`src/hw/itfm_pkg.sv`:
```
// package: register map, function codes and timing for the input terminal function mux
package itfm_pkg;
  localparam int unsigned NUM_TERM = 7;
  localparam logic [15:0] FC_LOW     = 16'h0000;
  localparam logic [15:0] FC_MID     = 16'h0001;
  localparam logic [15:0] FC_HIGH    = 16'h0002;
  localparam logic [15:0] FC_SECOND  = 16'h0003;
  localparam logic [15:0] FC_AU      = 16'h0004;
  localparam logic [15:0] FC_JOG     = 16'h0005;
  localparam logic [15:0] FC_THERMAL = 16'h0007;
  localparam logic [15:0] FC_EXT     = 16'h0008;
  localparam logic [15:0] FC_OPEN    = 16'h000A;
  localparam logic [15:0] FC_PANEL   = 16'h000C;
  localparam logic [15:0] FC_PID     = 16'h000E;
  localparam logic [15:0] FC_BRAKE   = 16'h000F;
  localparam logic [15:0] FC_PEXT    = 16'h0010;
  localparam logic [15:0] FC_VF      = 16'h0012;
  localparam logic [15:0] FC_STOP    = 16'h0018;
  localparam logic [15:0] FC_HOLD    = 16'h0019;
  localparam logic [15:0] FC_FWD     = 16'h003C;
  localparam logic [15:0] FC_REV     = 16'h003D;
  localparam logic [15:0] FC_RESET   = 16'h003E;
  localparam logic [15:0] FC_PNET    = 16'h0041;
  localparam logic [15:0] FC_ENET    = 16'h0042;
  localparam logic [15:0] FC_CSRC    = 16'h0043;
  localparam logic [15:0] FC_NONE    = 16'h270F;
  localparam logic [7:0] ADDR_SEL0   = 8'h00;
  localparam logic [7:0] ADDR_CFG    = 8'h20;
  localparam logic [7:0] ADDR_STATUS = 8'h24;
  localparam logic [7:0] ADDR_ERR    = 8'h28;
  localparam logic [1:0] RESP_OKAY   = 2'b00;
  localparam logic [1:0] RESP_SLVERR = 2'b10;
  localparam logic [3:0] OPMODE_PANEL_IL = 4'h7;
  localparam logic [15:0] SEL_RESET [NUM_TERM] = '{FC_FWD, FC_REV, FC_LOW, FC_MID,
                                                    FC_HIGH, FC_STOP, FC_RESET};
  localparam int unsigned CLK_HZ    = 100_000_000;
  localparam int unsigned FAST_US   = 2000;
  localparam int unsigned SLOW_US   = 20000;
  localparam int unsigned FAST_CYC  = FAST_US * (CLK_HZ / 1_000_000);
  localparam int unsigned SLOW_CYC  = SLOW_US * (CLK_HZ / 1_000_000);
  localparam int unsigned FILT_CYC  = FAST_CYC / 4;
  typedef struct packed {
    logic forward_run_cmd;
    logic reverse_run_cmd;
    logic low_speed_sel;
    logic mid_speed_sel;
    logic high_speed_sel;
    logic extended_speed_sel;
    logic jog_sel;
    logic pid_valid_in;
    logic remote_clear;
    logic remote_decel;
    logic remote_accel;
    logic stop_contact_sel0;
    logic stop_contact_sel1;
    logic second_func_sel;
    logic analog_input_sel;
    logic ext_thermal_relay_in;
    logic operation_enable_in;
    logic panel_interlock_in;
    logic brake_open_done_in;
    logic panel_ext_switch_in;
    logic vf_switchover_in;
    logic output_stop_in;
    logic start_hold_sel;
    logic drive_reset_in;
    logic panel_net_switch_in;
    logic ext_net_switch_in;
    logic cmd_source_switch_in;
  } itfm_cmd_s;
  typedef enum logic [1:0] {ITFM_SPD_NONE, ITFM_SPD_JOG, ITFM_SPD_MULTI, ITFM_SPD_PID} itfm_spd_e;
endpackage

```
`src/hw/itfm_top.sv`:
```
// input terminal function mux with AXI4-Lite register access
`timescale 1ns/1ps
`default_nettype none
module itfm_top
  import itfm_pkg::*;
#(
  parameter int unsigned FAST_FILT = FILT_CYC,
  parameter int unsigned SLOW_FILT = SLOW_CYC / 4
)(
  input  wire logic              core_clk_in,
  input  wire logic              rstn_in,
  input  wire logic [6:0]        terminal_in,
  input  wire logic              motor_running_in,
  input  wire logic [11:0]       voltage_analog_in,
  input  wire logic [7:0]        s_axi_awaddr_in,
  input  wire logic              s_axi_awvalid_in,
  output logic                   s_axi_awready_out,
  input  wire logic [31:0]       s_axi_wdata_in,
  input  wire logic [3:0]        s_axi_wstrb_in,
  input  wire logic              s_axi_wvalid_in,
  output logic                   s_axi_wready_out,
  output logic [1:0]             s_axi_bresp_out,
  output logic                   s_axi_bvalid_out,
  input  wire logic              s_axi_bready_in,
  input  wire logic [7:0]        s_axi_araddr_in,
  input  wire logic              s_axi_arvalid_in,
  output logic                   s_axi_arready_out,
  output logic [31:0]            s_axi_rdata_out,
  output logic [1:0]             s_axi_rresp_out,
  output logic                   s_axi_rvalid_out,
  input  wire logic              s_axi_rready_in,
  output itfm_cmd_s              cmd_out,
  output itfm_spd_e              speed_src_out,
  output logic                   vf_control_out,
  output logic [11:0]            voltage_analog_out
);

  // ************************************************************
  // functions
  // ************************************************************
  function automatic logic code_allowed(input int unsigned t, input logic [15:0] c);
    logic ok;
    ok = c <= FC_JOG || c == FC_THERMAL || c == FC_EXT
      || c == FC_OPEN || c == FC_PANEL || (c >= FC_PID && c <= FC_PEXT)
      || c == FC_VF || c == FC_STOP || c == FC_HOLD || c == FC_RESET
      || (c >= FC_PNET && c <= FC_CSRC) || c == FC_NONE;
    if (t == 0 && c == FC_FWD)
      ok = 1'b1;
    if (t == 1 && c == FC_REV)
      ok = 1'b1;
    return ok;
  endfunction

  // ************************************************************
  // input synchronisers and response filters
  // ************************************************************
  logic [6:0] sync1_r;
  logic [6:0] sync2_r;
  logic       run_s1_r;
  logic       run_s2_r;
  logic [6:0] term_r;
  logic [15:0] sel_r [NUM_TERM];

  always_ff @(posedge core_clk_in or negedge rstn_in)
  begin
    if (!rstn_in)
    begin
      sync1_r  <= '0;
      sync2_r  <= '0;
      run_s1_r <= 1'b0;
      run_s2_r <= 1'b0;
    end
    else
    begin
      sync1_r  <= terminal_in;
      sync2_r  <= sync1_r;
      run_s1_r <= motor_running_in;
      run_s2_r <= run_s1_r;
    end
  end

  // fast filter for enable/stop terminals, slow for the rest
  genvar g;
  generate
    for (g = 0; g < NUM_TERM; g++)
    begin : g_filt
      logic [31:0] cnt_r;
      logic        fast;
      assign fast = sel_r[g] == FC_OPEN || sel_r[g] == FC_STOP;
      always_ff @(posedge core_clk_in or negedge rstn_in)
      begin
        if (!rstn_in)
        begin
          cnt_r     <= '0;
          term_r[g] <= 1'b0;
        end
        else if (sync2_r[g] == term_r[g])
          cnt_r <= '0;
        else if (cnt_r >= (fast ? FAST_FILT : SLOW_FILT))
        begin
          cnt_r     <= '0;
          term_r[g] <= sync2_r[g];
        end
        else
          cnt_r <= cnt_r + 32'h0000_0001;
      end
    end
  endgenerate

  // ************************************************************
  // configuration registers
  // ************************************************************
  logic [1:0] remote_opt_r;
  logic       contact_opt_r;
  logic [3:0] opmode_r;
  logic       group_sel_r;
  logic       werr_r;

  // ************************************************************
  // function routing
  // ************************************************************
  itfm_cmd_s  c;
  logic [6:0] hit [0:67];
  logic       has_open;
  logic       has_panel;
  logic       remote_on;

  always_comb
  begin
    for (int k = 0; k <= 67; k++)
      for (int t = 0; t < NUM_TERM; t++)
        hit[k][t] = sel_r[t] == 16'(k) && term_r[t];
  end

  always_comb
  begin
    has_open  = 1'b0;
    has_panel = 1'b0;
    for (int t = 0; t < NUM_TERM; t++)
    begin
      has_open  = has_open  | (sel_r[t] == FC_OPEN);
      has_panel = has_panel | (sel_r[t] == FC_PANEL);
    end
    remote_on = remote_opt_r != 2'b00;
    c = '0;
    // shared terminals for speed and remote setting
    c.low_speed_sel   = |hit[0] && !remote_on && !contact_opt_r;
    c.mid_speed_sel   = |hit[1] && !remote_on;
    c.high_speed_sel  = |hit[2] && !remote_on;
    c.remote_clear    = |hit[0] && remote_on && !contact_opt_r;
    c.remote_decel    = |hit[1] && remote_on;
    c.remote_accel    = |hit[2] && remote_on;
    c.stop_contact_sel0 = |hit[0] && contact_opt_r;
    c.stop_contact_sel1 = |hit[3] && contact_opt_r;
    c.second_func_sel = (|hit[3] && !contact_opt_r) || |hit[18];
    c.analog_input_sel = |hit[4];
    c.jog_sel         = |hit[5];
    c.ext_thermal_relay_in = |(hit_open(7));
    c.extended_speed_sel = |hit[8];
    c.output_stop_in  = |hit[24];
    c.operation_enable_in = has_open ? |hit[10] : |hit[24];
    c.panel_interlock_in = (!has_panel && opmode_r == OPMODE_PANEL_IL) ? |hit[24]
                         : |hit[12];
    c.pid_valid_in    = |hit[14];
    c.brake_open_done_in = |hit[15];
    c.panel_ext_switch_in = |hit[16];
    c.vf_switchover_in = |hit[18];
    c.start_hold_sel  = |hit[25];
    c.forward_run_cmd = |hit[60];
    c.reverse_run_cmd = |hit[61];
    c.drive_reset_in  = |hit[62];
    c.panel_net_switch_in = |hit[65];
    c.ext_net_switch_in = |hit[66];
    c.cmd_source_switch_in = |hit[67];
  end

  // thermal relay asserts when the contact opens (terminal low)
  function automatic logic [6:0] hit_open(input int unsigned k);
    logic [6:0] h;
    for (int t = 0; t < NUM_TERM; t++)
      h[t] = sel_r[t] == 16'(k) && !term_r[t];
    return h;
  endfunction

  always_ff @(posedge core_clk_in or negedge rstn_in)
  begin
    if (!rstn_in)
    begin
      cmd_out       <= '0;
      speed_src_out <= ITFM_SPD_NONE;
    end
    else
    begin
      cmd_out <= c;
      if (c.jog_sel)
        speed_src_out <= ITFM_SPD_JOG;
      else if (c.high_speed_sel || c.mid_speed_sel || c.low_speed_sel || c.extended_speed_sel)
        speed_src_out <= ITFM_SPD_MULTI;
      else if (c.pid_valid_in)
        speed_src_out <= ITFM_SPD_PID;
      else
        speed_src_out <= ITFM_SPD_NONE;
    end
  end

  // control method changes only while stopped
  always_ff @(posedge core_clk_in or negedge rstn_in)
  begin
    if (!rstn_in)
      vf_control_out <= 1'b0;
    else if (!run_s2_r)
      vf_control_out <= c.vf_switchover_in;
  end

  always_ff @(posedge core_clk_in or negedge rstn_in)
  begin
    if (!rstn_in)
      voltage_analog_out <= '0;
    else
      voltage_analog_out <= c.analog_input_sel ? '0 : voltage_analog_in;
  end

  // ************************************************************
  // AXI4-Lite write
  // ************************************************************
  logic       aw_held_r;
  logic       w_held_r;
  logic [7:0] awaddr_r;
  logic [31:0] wdata_r;
  logic       do_write;
  logic [2:0] widx;
  logic       sel_hit;
  logic       w_ok;

  assign do_write = aw_held_r && w_held_r && !s_axi_bvalid_out;
  assign widx     = awaddr_r[4:2];
  assign sel_hit  = awaddr_r < ADDR_CFG && widx < 3'(NUM_TERM) && awaddr_r[1:0] == 2'b00;
  assign w_ok     = (sel_hit && !group_sel_r && code_allowed(32'(widx), wdata_r[15:0]))
                 || awaddr_r == ADDR_CFG || awaddr_r == ADDR_ERR;

  always_ff @(posedge core_clk_in or negedge rstn_in)
  begin
    if (!rstn_in)
    begin
      aw_held_r         <= 1'b0;
      w_held_r          <= 1'b0;
      awaddr_r          <= '0;
      wdata_r           <= '0;
      s_axi_awready_out <= 1'b0;
      s_axi_wready_out  <= 1'b0;
      s_axi_bvalid_out  <= 1'b0;
      s_axi_bresp_out   <= RESP_OKAY;
    end
    else
    begin
      s_axi_awready_out <= !aw_held_r && !s_axi_awready_out && s_axi_awvalid_in;
      s_axi_wready_out  <= !w_held_r && !s_axi_wready_out && s_axi_wvalid_in;
      if (s_axi_awvalid_in && s_axi_awready_out)
      begin
        aw_held_r <= 1'b1;
        awaddr_r  <= s_axi_awaddr_in;
      end
      if (s_axi_wvalid_in && s_axi_wready_out)
      begin
        w_held_r <= 1'b1;
        wdata_r  <= s_axi_wdata_in;
      end
      if (do_write)
      begin
        aw_held_r        <= 1'b0;
        w_held_r         <= 1'b0;
        s_axi_bvalid_out <= 1'b1;
        s_axi_bresp_out  <= w_ok ? RESP_OKAY : RESP_SLVERR;
      end
      else if (s_axi_bready_in)
        s_axi_bvalid_out <= 1'b0;
    end
  end

  always_ff @(posedge core_clk_in or negedge rstn_in)
  begin
    if (!rstn_in)
    begin
      for (int t = 0; t < NUM_TERM; t++)
        sel_r[t] <= SEL_RESET[t];
      remote_opt_r  <= '0;
      contact_opt_r <= 1'b0;
      opmode_r      <= '0;
      group_sel_r   <= 1'b0;
      werr_r        <= 1'b0;
    end
    else if (do_write)
    begin
      if (sel_hit && !group_sel_r && code_allowed(32'(widx), wdata_r[15:0]))
        sel_r[widx] <= wdata_r[15:0];
      if (sel_hit && !w_ok)
        werr_r <= 1'b1;
      else if (awaddr_r == ADDR_ERR)
        werr_r <= 1'b0;
      if (awaddr_r == ADDR_CFG)
      begin
        remote_opt_r  <= wdata_r[1:0];
        contact_opt_r <= wdata_r[4];
        opmode_r      <= wdata_r[11:8];
        group_sel_r   <= wdata_r[16];
      end
    end
  end

  // ************************************************************
  // AXI4-Lite read
  // ************************************************************
  logic [31:0] rdata;
  logic [2:0]  ridx;
  logic        r_ok;

  assign ridx = s_axi_araddr_in[4:2];

  always_comb
  begin
    rdata = '0;
    r_ok  = 1'b1;
    if (s_axi_araddr_in < ADDR_CFG && ridx < 3'(NUM_TERM))
      rdata = {16'h0000, sel_r[ridx]};
    else if (s_axi_araddr_in == ADDR_CFG)
      rdata = {15'h0000, group_sel_r, 4'h0, opmode_r, 3'h0, contact_opt_r, 2'h0, remote_opt_r};
    else if (s_axi_araddr_in == ADDR_STATUS)
      rdata = {20'h00000, vf_control_out, 2'(speed_src_out), 2'h0, term_r};
    else if (s_axi_araddr_in == ADDR_ERR)
      rdata = {31'h0000_0000, werr_r};
    else
      r_ok = 1'b0;
  end

  always_ff @(posedge core_clk_in or negedge rstn_in)
  begin
    if (!rstn_in)
    begin
      s_axi_arready_out <= 1'b0;
      s_axi_rvalid_out  <= 1'b0;
      s_axi_rdata_out   <= '0;
      s_axi_rresp_out   <= RESP_OKAY;
    end
    else
    begin
      s_axi_arready_out <= !s_axi_arready_out && !s_axi_rvalid_out && s_axi_arvalid_in;
      if (s_axi_arvalid_in && s_axi_arready_out)
      begin
        s_axi_rvalid_out <= 1'b1;
        s_axi_rdata_out  <= rdata;
        s_axi_rresp_out  <= r_ok ? RESP_OKAY : RESP_SLVERR;
      end
      else if (s_axi_rready_in)
        s_axi_rvalid_out <= 1'b0;
    end
  end

endmodule // itfm_top
`default_nettype wire

```
`config.mk`:
```
export PLATFORM = sky130hd
export DESIGN_NAME = itfm_top
export DESIGN_NICKNAME = d
export VERILOG_FILES = /design/src/hw/itfm_pkg.sv /design/src/hw/itfm_top.sv
export SDC_FILE = /design/constraint.sdc
export NUM_CORES = 1
export LEC_CHECK = 0
export BUFFER_PORTS_ARGS = -buffer_cell sky130_fd_sc_hd__buf_2
export CELL_PAD_IN_SITES_DETAIL_PLACEMENT = 1
export CELL_PAD_IN_SITES_GLOBAL_PLACEMENT = 2
export CORE_MARGIN = 3
export CORE_UTILIZATION = 44
export DETAILED_ROUTE_END_ITERATION = 6
export PLACE_DENSITY_LB_ADDON = 0.1
export RECOVER_POWER = 25
export SYNTH_ARGS = -nofsm -noshare
export SYNTH_HDL_FRONTEND = slang
export SYNTH_SLANG_ARGS = --single-unit
export TNS_END_PERCENT = 5
```
`constraint.sdc`:
```
create_clock -name core_clk_in -period 6.96 [get_ports core_clk_in]
set_input_delay 1.392 -clock core_clk_in [delete_from_list [all_inputs] [get_ports core_clk_in]]
set_output_delay 1.392 -clock core_clk_in [all_outputs]
set_load 0.02 [all_outputs]
```
==> results.md <==
- Asr flop ratio synth: 1.00
- Status: finished, violations left
- Sequential share of the synthesized area: 0.515
- Cell Rows: 82
- Fillers: 5482
- MaxCap Viol Count: 2
- Crit path time final: 5.17 ns
- Most used flip-flop cell after synthesis: dfrtp_1
- Top post-synthesis cells by area: dfrtp_1 (49%), mux2_2 (4.4%), ha_1 (4.3%)
- Max Clk Rate: 0.193 GHz
- Clk_skew: 0.0192 ns
- Placement Setup Slack: 2.38 ns
- Pwr Density: 249 nW/um^2
- Nets@finish: 2426
- Clock latency on the worst-skew pair: 0.60 ns
- Post CTS Setup Buffer Count: 0
- Reg clk slew, reported paths: 0.06 ns
- Final hold vios: 0
- Core footprint: 50300 um^2
- Kind of critical path: in2reg
- Sequential group share of total power: 0.481
- Die ar.: 53800 um^2
- First-pass GRT wire length: 98.3 mm
- Worst hold slack: 0.351 ns
- Port bufs: 125
- Critical path launch point type: input pin
- CTS Hold Buffers Added: 0
- Slew @ Worst Pin: 3.16 ns
- Vias in the first global route: 17509
- Failing checks: capacitance limit, slew limit
- Dpl hpwl: 44.7 mm
- Synth Cell Area: 22400 um^2
- Yosys cell types: 78
- Gr usage total: 0.233
- Post-CTS Resized: 0
- Final WS setup: 1.79 ns
- Share of cells above drive strength 1: 0.172
- Highest-count cells in the layout ignoring fill and taps: dfrtp_1 (443), nor2_1 (251), nand2_1 (147)
- Largest net degree at the start of global routing: 150
- Internal power: 0.00479 W
- Period utilization: 0.743
- Syn_area_per_cell: 10.9 um^2
- Worst hold path type: reg2reg
- RSZ-0062 raised after global routing: no
- Die width: 232 um
- # setup viols final: 0
- Post-Route WL: 61.9 mm
- Routed Antenna Nets: 0
- CTS Buffer Depth: 3
- CTS tree: yes
- Routed length per instance: 20.8 um
- CTS Sinks: 461
- Reg2reg start: sel_r[44]$_DFFE_PN0P_
- EDFF count, synth: 0
- Reg2reg end: g_filt[4].cnt_r[17]$_DFF_PN0_
- Number of cells on the worst hold path: 0
- Sw Pwr: 0.00163 W
- Drt initial violations: 1189
- Area occupied by multi-input gates: 10600 um^2
- Post-Syn Instances: 2059
- Antenna violations before repair: 3
- Hold endpoint: run_s2_r$_DFF_PN0_
- Leakage: 11.7 nW
- DRC viols: 0
- Area growth syn-to-layout: 14.9%
- Hold Crit Start: run_s1_r$_DFF_PN0_
- Slew margin rel.: -1.11
- Critical Path Fanout Max: 39
- DR vias: 16600
- Top-Level Pins: 162
- Worst IR drop on VDD: 0.176 mV
- RePlAce Congestion: 0.930
- Total grt overflow: 0
- Synth warn: 0
- Detailed Routing Iterations Pass 1: 6
- Root Driver: clkbuf_16
- H-tree levels: 2
- Yosys top cell by area: dfrtp_1
- Crit path arrival time: 5.60 ns
- Die Span Y: 232 um
- Net Sw Frac: 0.254
- Vias/cell: 5.57
- CTS buffer count: 52
- Pins Over Slew Limit: 160
- R2R setup slack: 2.21 ns
- #FFs+latches synth: 461
- WP data required: 7.39 ns
- Share of the synthesized area in the top cell type: 0.494
- Clock power frac: 0.446
- Worst R2R Path Depth: 14
- Combinational share of power: 0.073
- Worst Setup End Kind: flip-flop
- Register area: 11600 um^2
- Setup TNS: 0 ns
- Initial Utilization: 0.446
- Most common cell after layout, fill and taps aside: dfrtp_1
-- power groups by stage --
stage	Combinational, W	Sequential (W)	Clock (W)
after detailed placement	0.000472	0.00313	0
after global routing	0.000522	0.00310	0.00306
final	0.000467	0.00308	0.00286
after floorplan	0.000381	0.00298	0
after global placement	0.000457	0.00312	0
after CTS	0.000475	0.00308	0.00294
-- cell usage after synthesis, types with 14 or more instances --
cell type and number:
a211oi_1 14, a21oi_1 28, and2_1 54, and3_1 33, and4_1 17, buf_4 17, clkbuf_1 58, dfrtp_1 443
dfstp_2 18, ha_1 77, inv_1 51, mux2_2 88, mux2_4 35, mux2i_1 32, mux4_2 15, nand2_1 147
nand2b_1 14, nand3_1 97, nand4_1 51, nor2_1 251, nor2b_1 23, nor3_1 53, nor4_1 46, o21ai_0 59
xnor2_1 54, xor2_1 79
-- worst max path at each step --
stage                     startpoint                        endpoint  cells past startpoint
2_1_floorplan  sel_r[28]$_DFFE_PN0P_   g_filt[5].cnt_r[12]$_DFF_PN0_                     12
3_3_place_gp   sel_r[44]$_DFFE_PN0P_   g_filt[4].cnt_r[19]$_DFF_PN0_                     14
3_5_place_dp   sel_r[44]$_DFFE_PN0P_   g_filt[4].cnt_r[14]$_DFF_PN0_                     14
4_1_cts        sel_r[44]$_DFFE_PN0P_   g_filt[4].cnt_r[17]$_DFF_PN0_                     14
5_1_grt           s_axi_araddr_in[3]  s_axi_rdata_out[9]$_DFFE_PN0P_                      8
6_report          s_axi_araddr_in[3]  s_axi_rdata_out[9]$_DFFE_PN0P_                      8
-- critical path, stage by stage --
cell      delay (ns)
buf_2           0.07
clkbuf_1        1.96
nor2b_1         0.95
nand2_1         0.25
o21ai_0         0.12
mux2_2          0.30
a222oi_1        0.42
o21ai_0         0.13
-- cell type report --
| type | instances | area share |
|---|---|---|
| Inverter | 51 | 0.00742 |
| Sequential cell | 461 | 0.448 |
| Timing Repair Buffer | 146 | 0.0310 |
| Antenna cell | 1 | 0.0000970 |
| Clock inverter | 15 | 0.00897 |
| Clock buffer | 77 | 0.0603 |
| Multi-Input combinational cell | 1558 | 0.411 |
| Tap cell | 672 | 0.0326 |
-- layer usage --
| metal | part of all wire | global-route usage | vias to the layer above |
|---|---|---|---|
| met3 | 0.046 | 0.0410 | 123 |
| met2 | 0.48 | 0.383 | 382 |
| met1 | 0.44 | 0.310 | 8460 |
| met5 | 0 | 0 | - |
| li1 | - | - | 7635 |
| met4 | 0.038 | 0.0840 | 0 |
-- stage by stage --
stage | area (um^2) | cells | total power (W) | utilization
after floorplan | 22800 | 2159 | 0.00336 | -
after global placement | 24000 | 2888 | 0.00358 | 0.478
after detailed placement | 24000 | 2888 | 0.00360 | 0.478
after CTS | 25800 | 2980 | 0.00650 | 0.513
after global routing | 25800 | 2980 | 0.00669 | 0.513
final | 25800 | 2981 | 0.00641 | 0.513
-- cell families after synthesis --
family	count (synthesis)	share of synthesized area
AND/OR/NAND/NOR	861	0.197
flip-flops	461	0.515
AO/OA/AOI/OAI	215	0.0658
multiplexers	171	0.0980
buffers and inverters	140	0.0291
XOR/XNOR	133	0.0519
adder cells (fa/ha/maj)	77	0.0429
other	1	0.000167
-- registers in the layout, indices dropped and copies added, names as in the netlist, 8 cells and up --
signal              count
g_filt.cnt_r          224
sel_r                 112
cmd_out                27
s_axi_rdata_out        17
wdata_r                17
voltage_analog_out     12
awaddr_r                8
(Power assumes the default switching activity.)
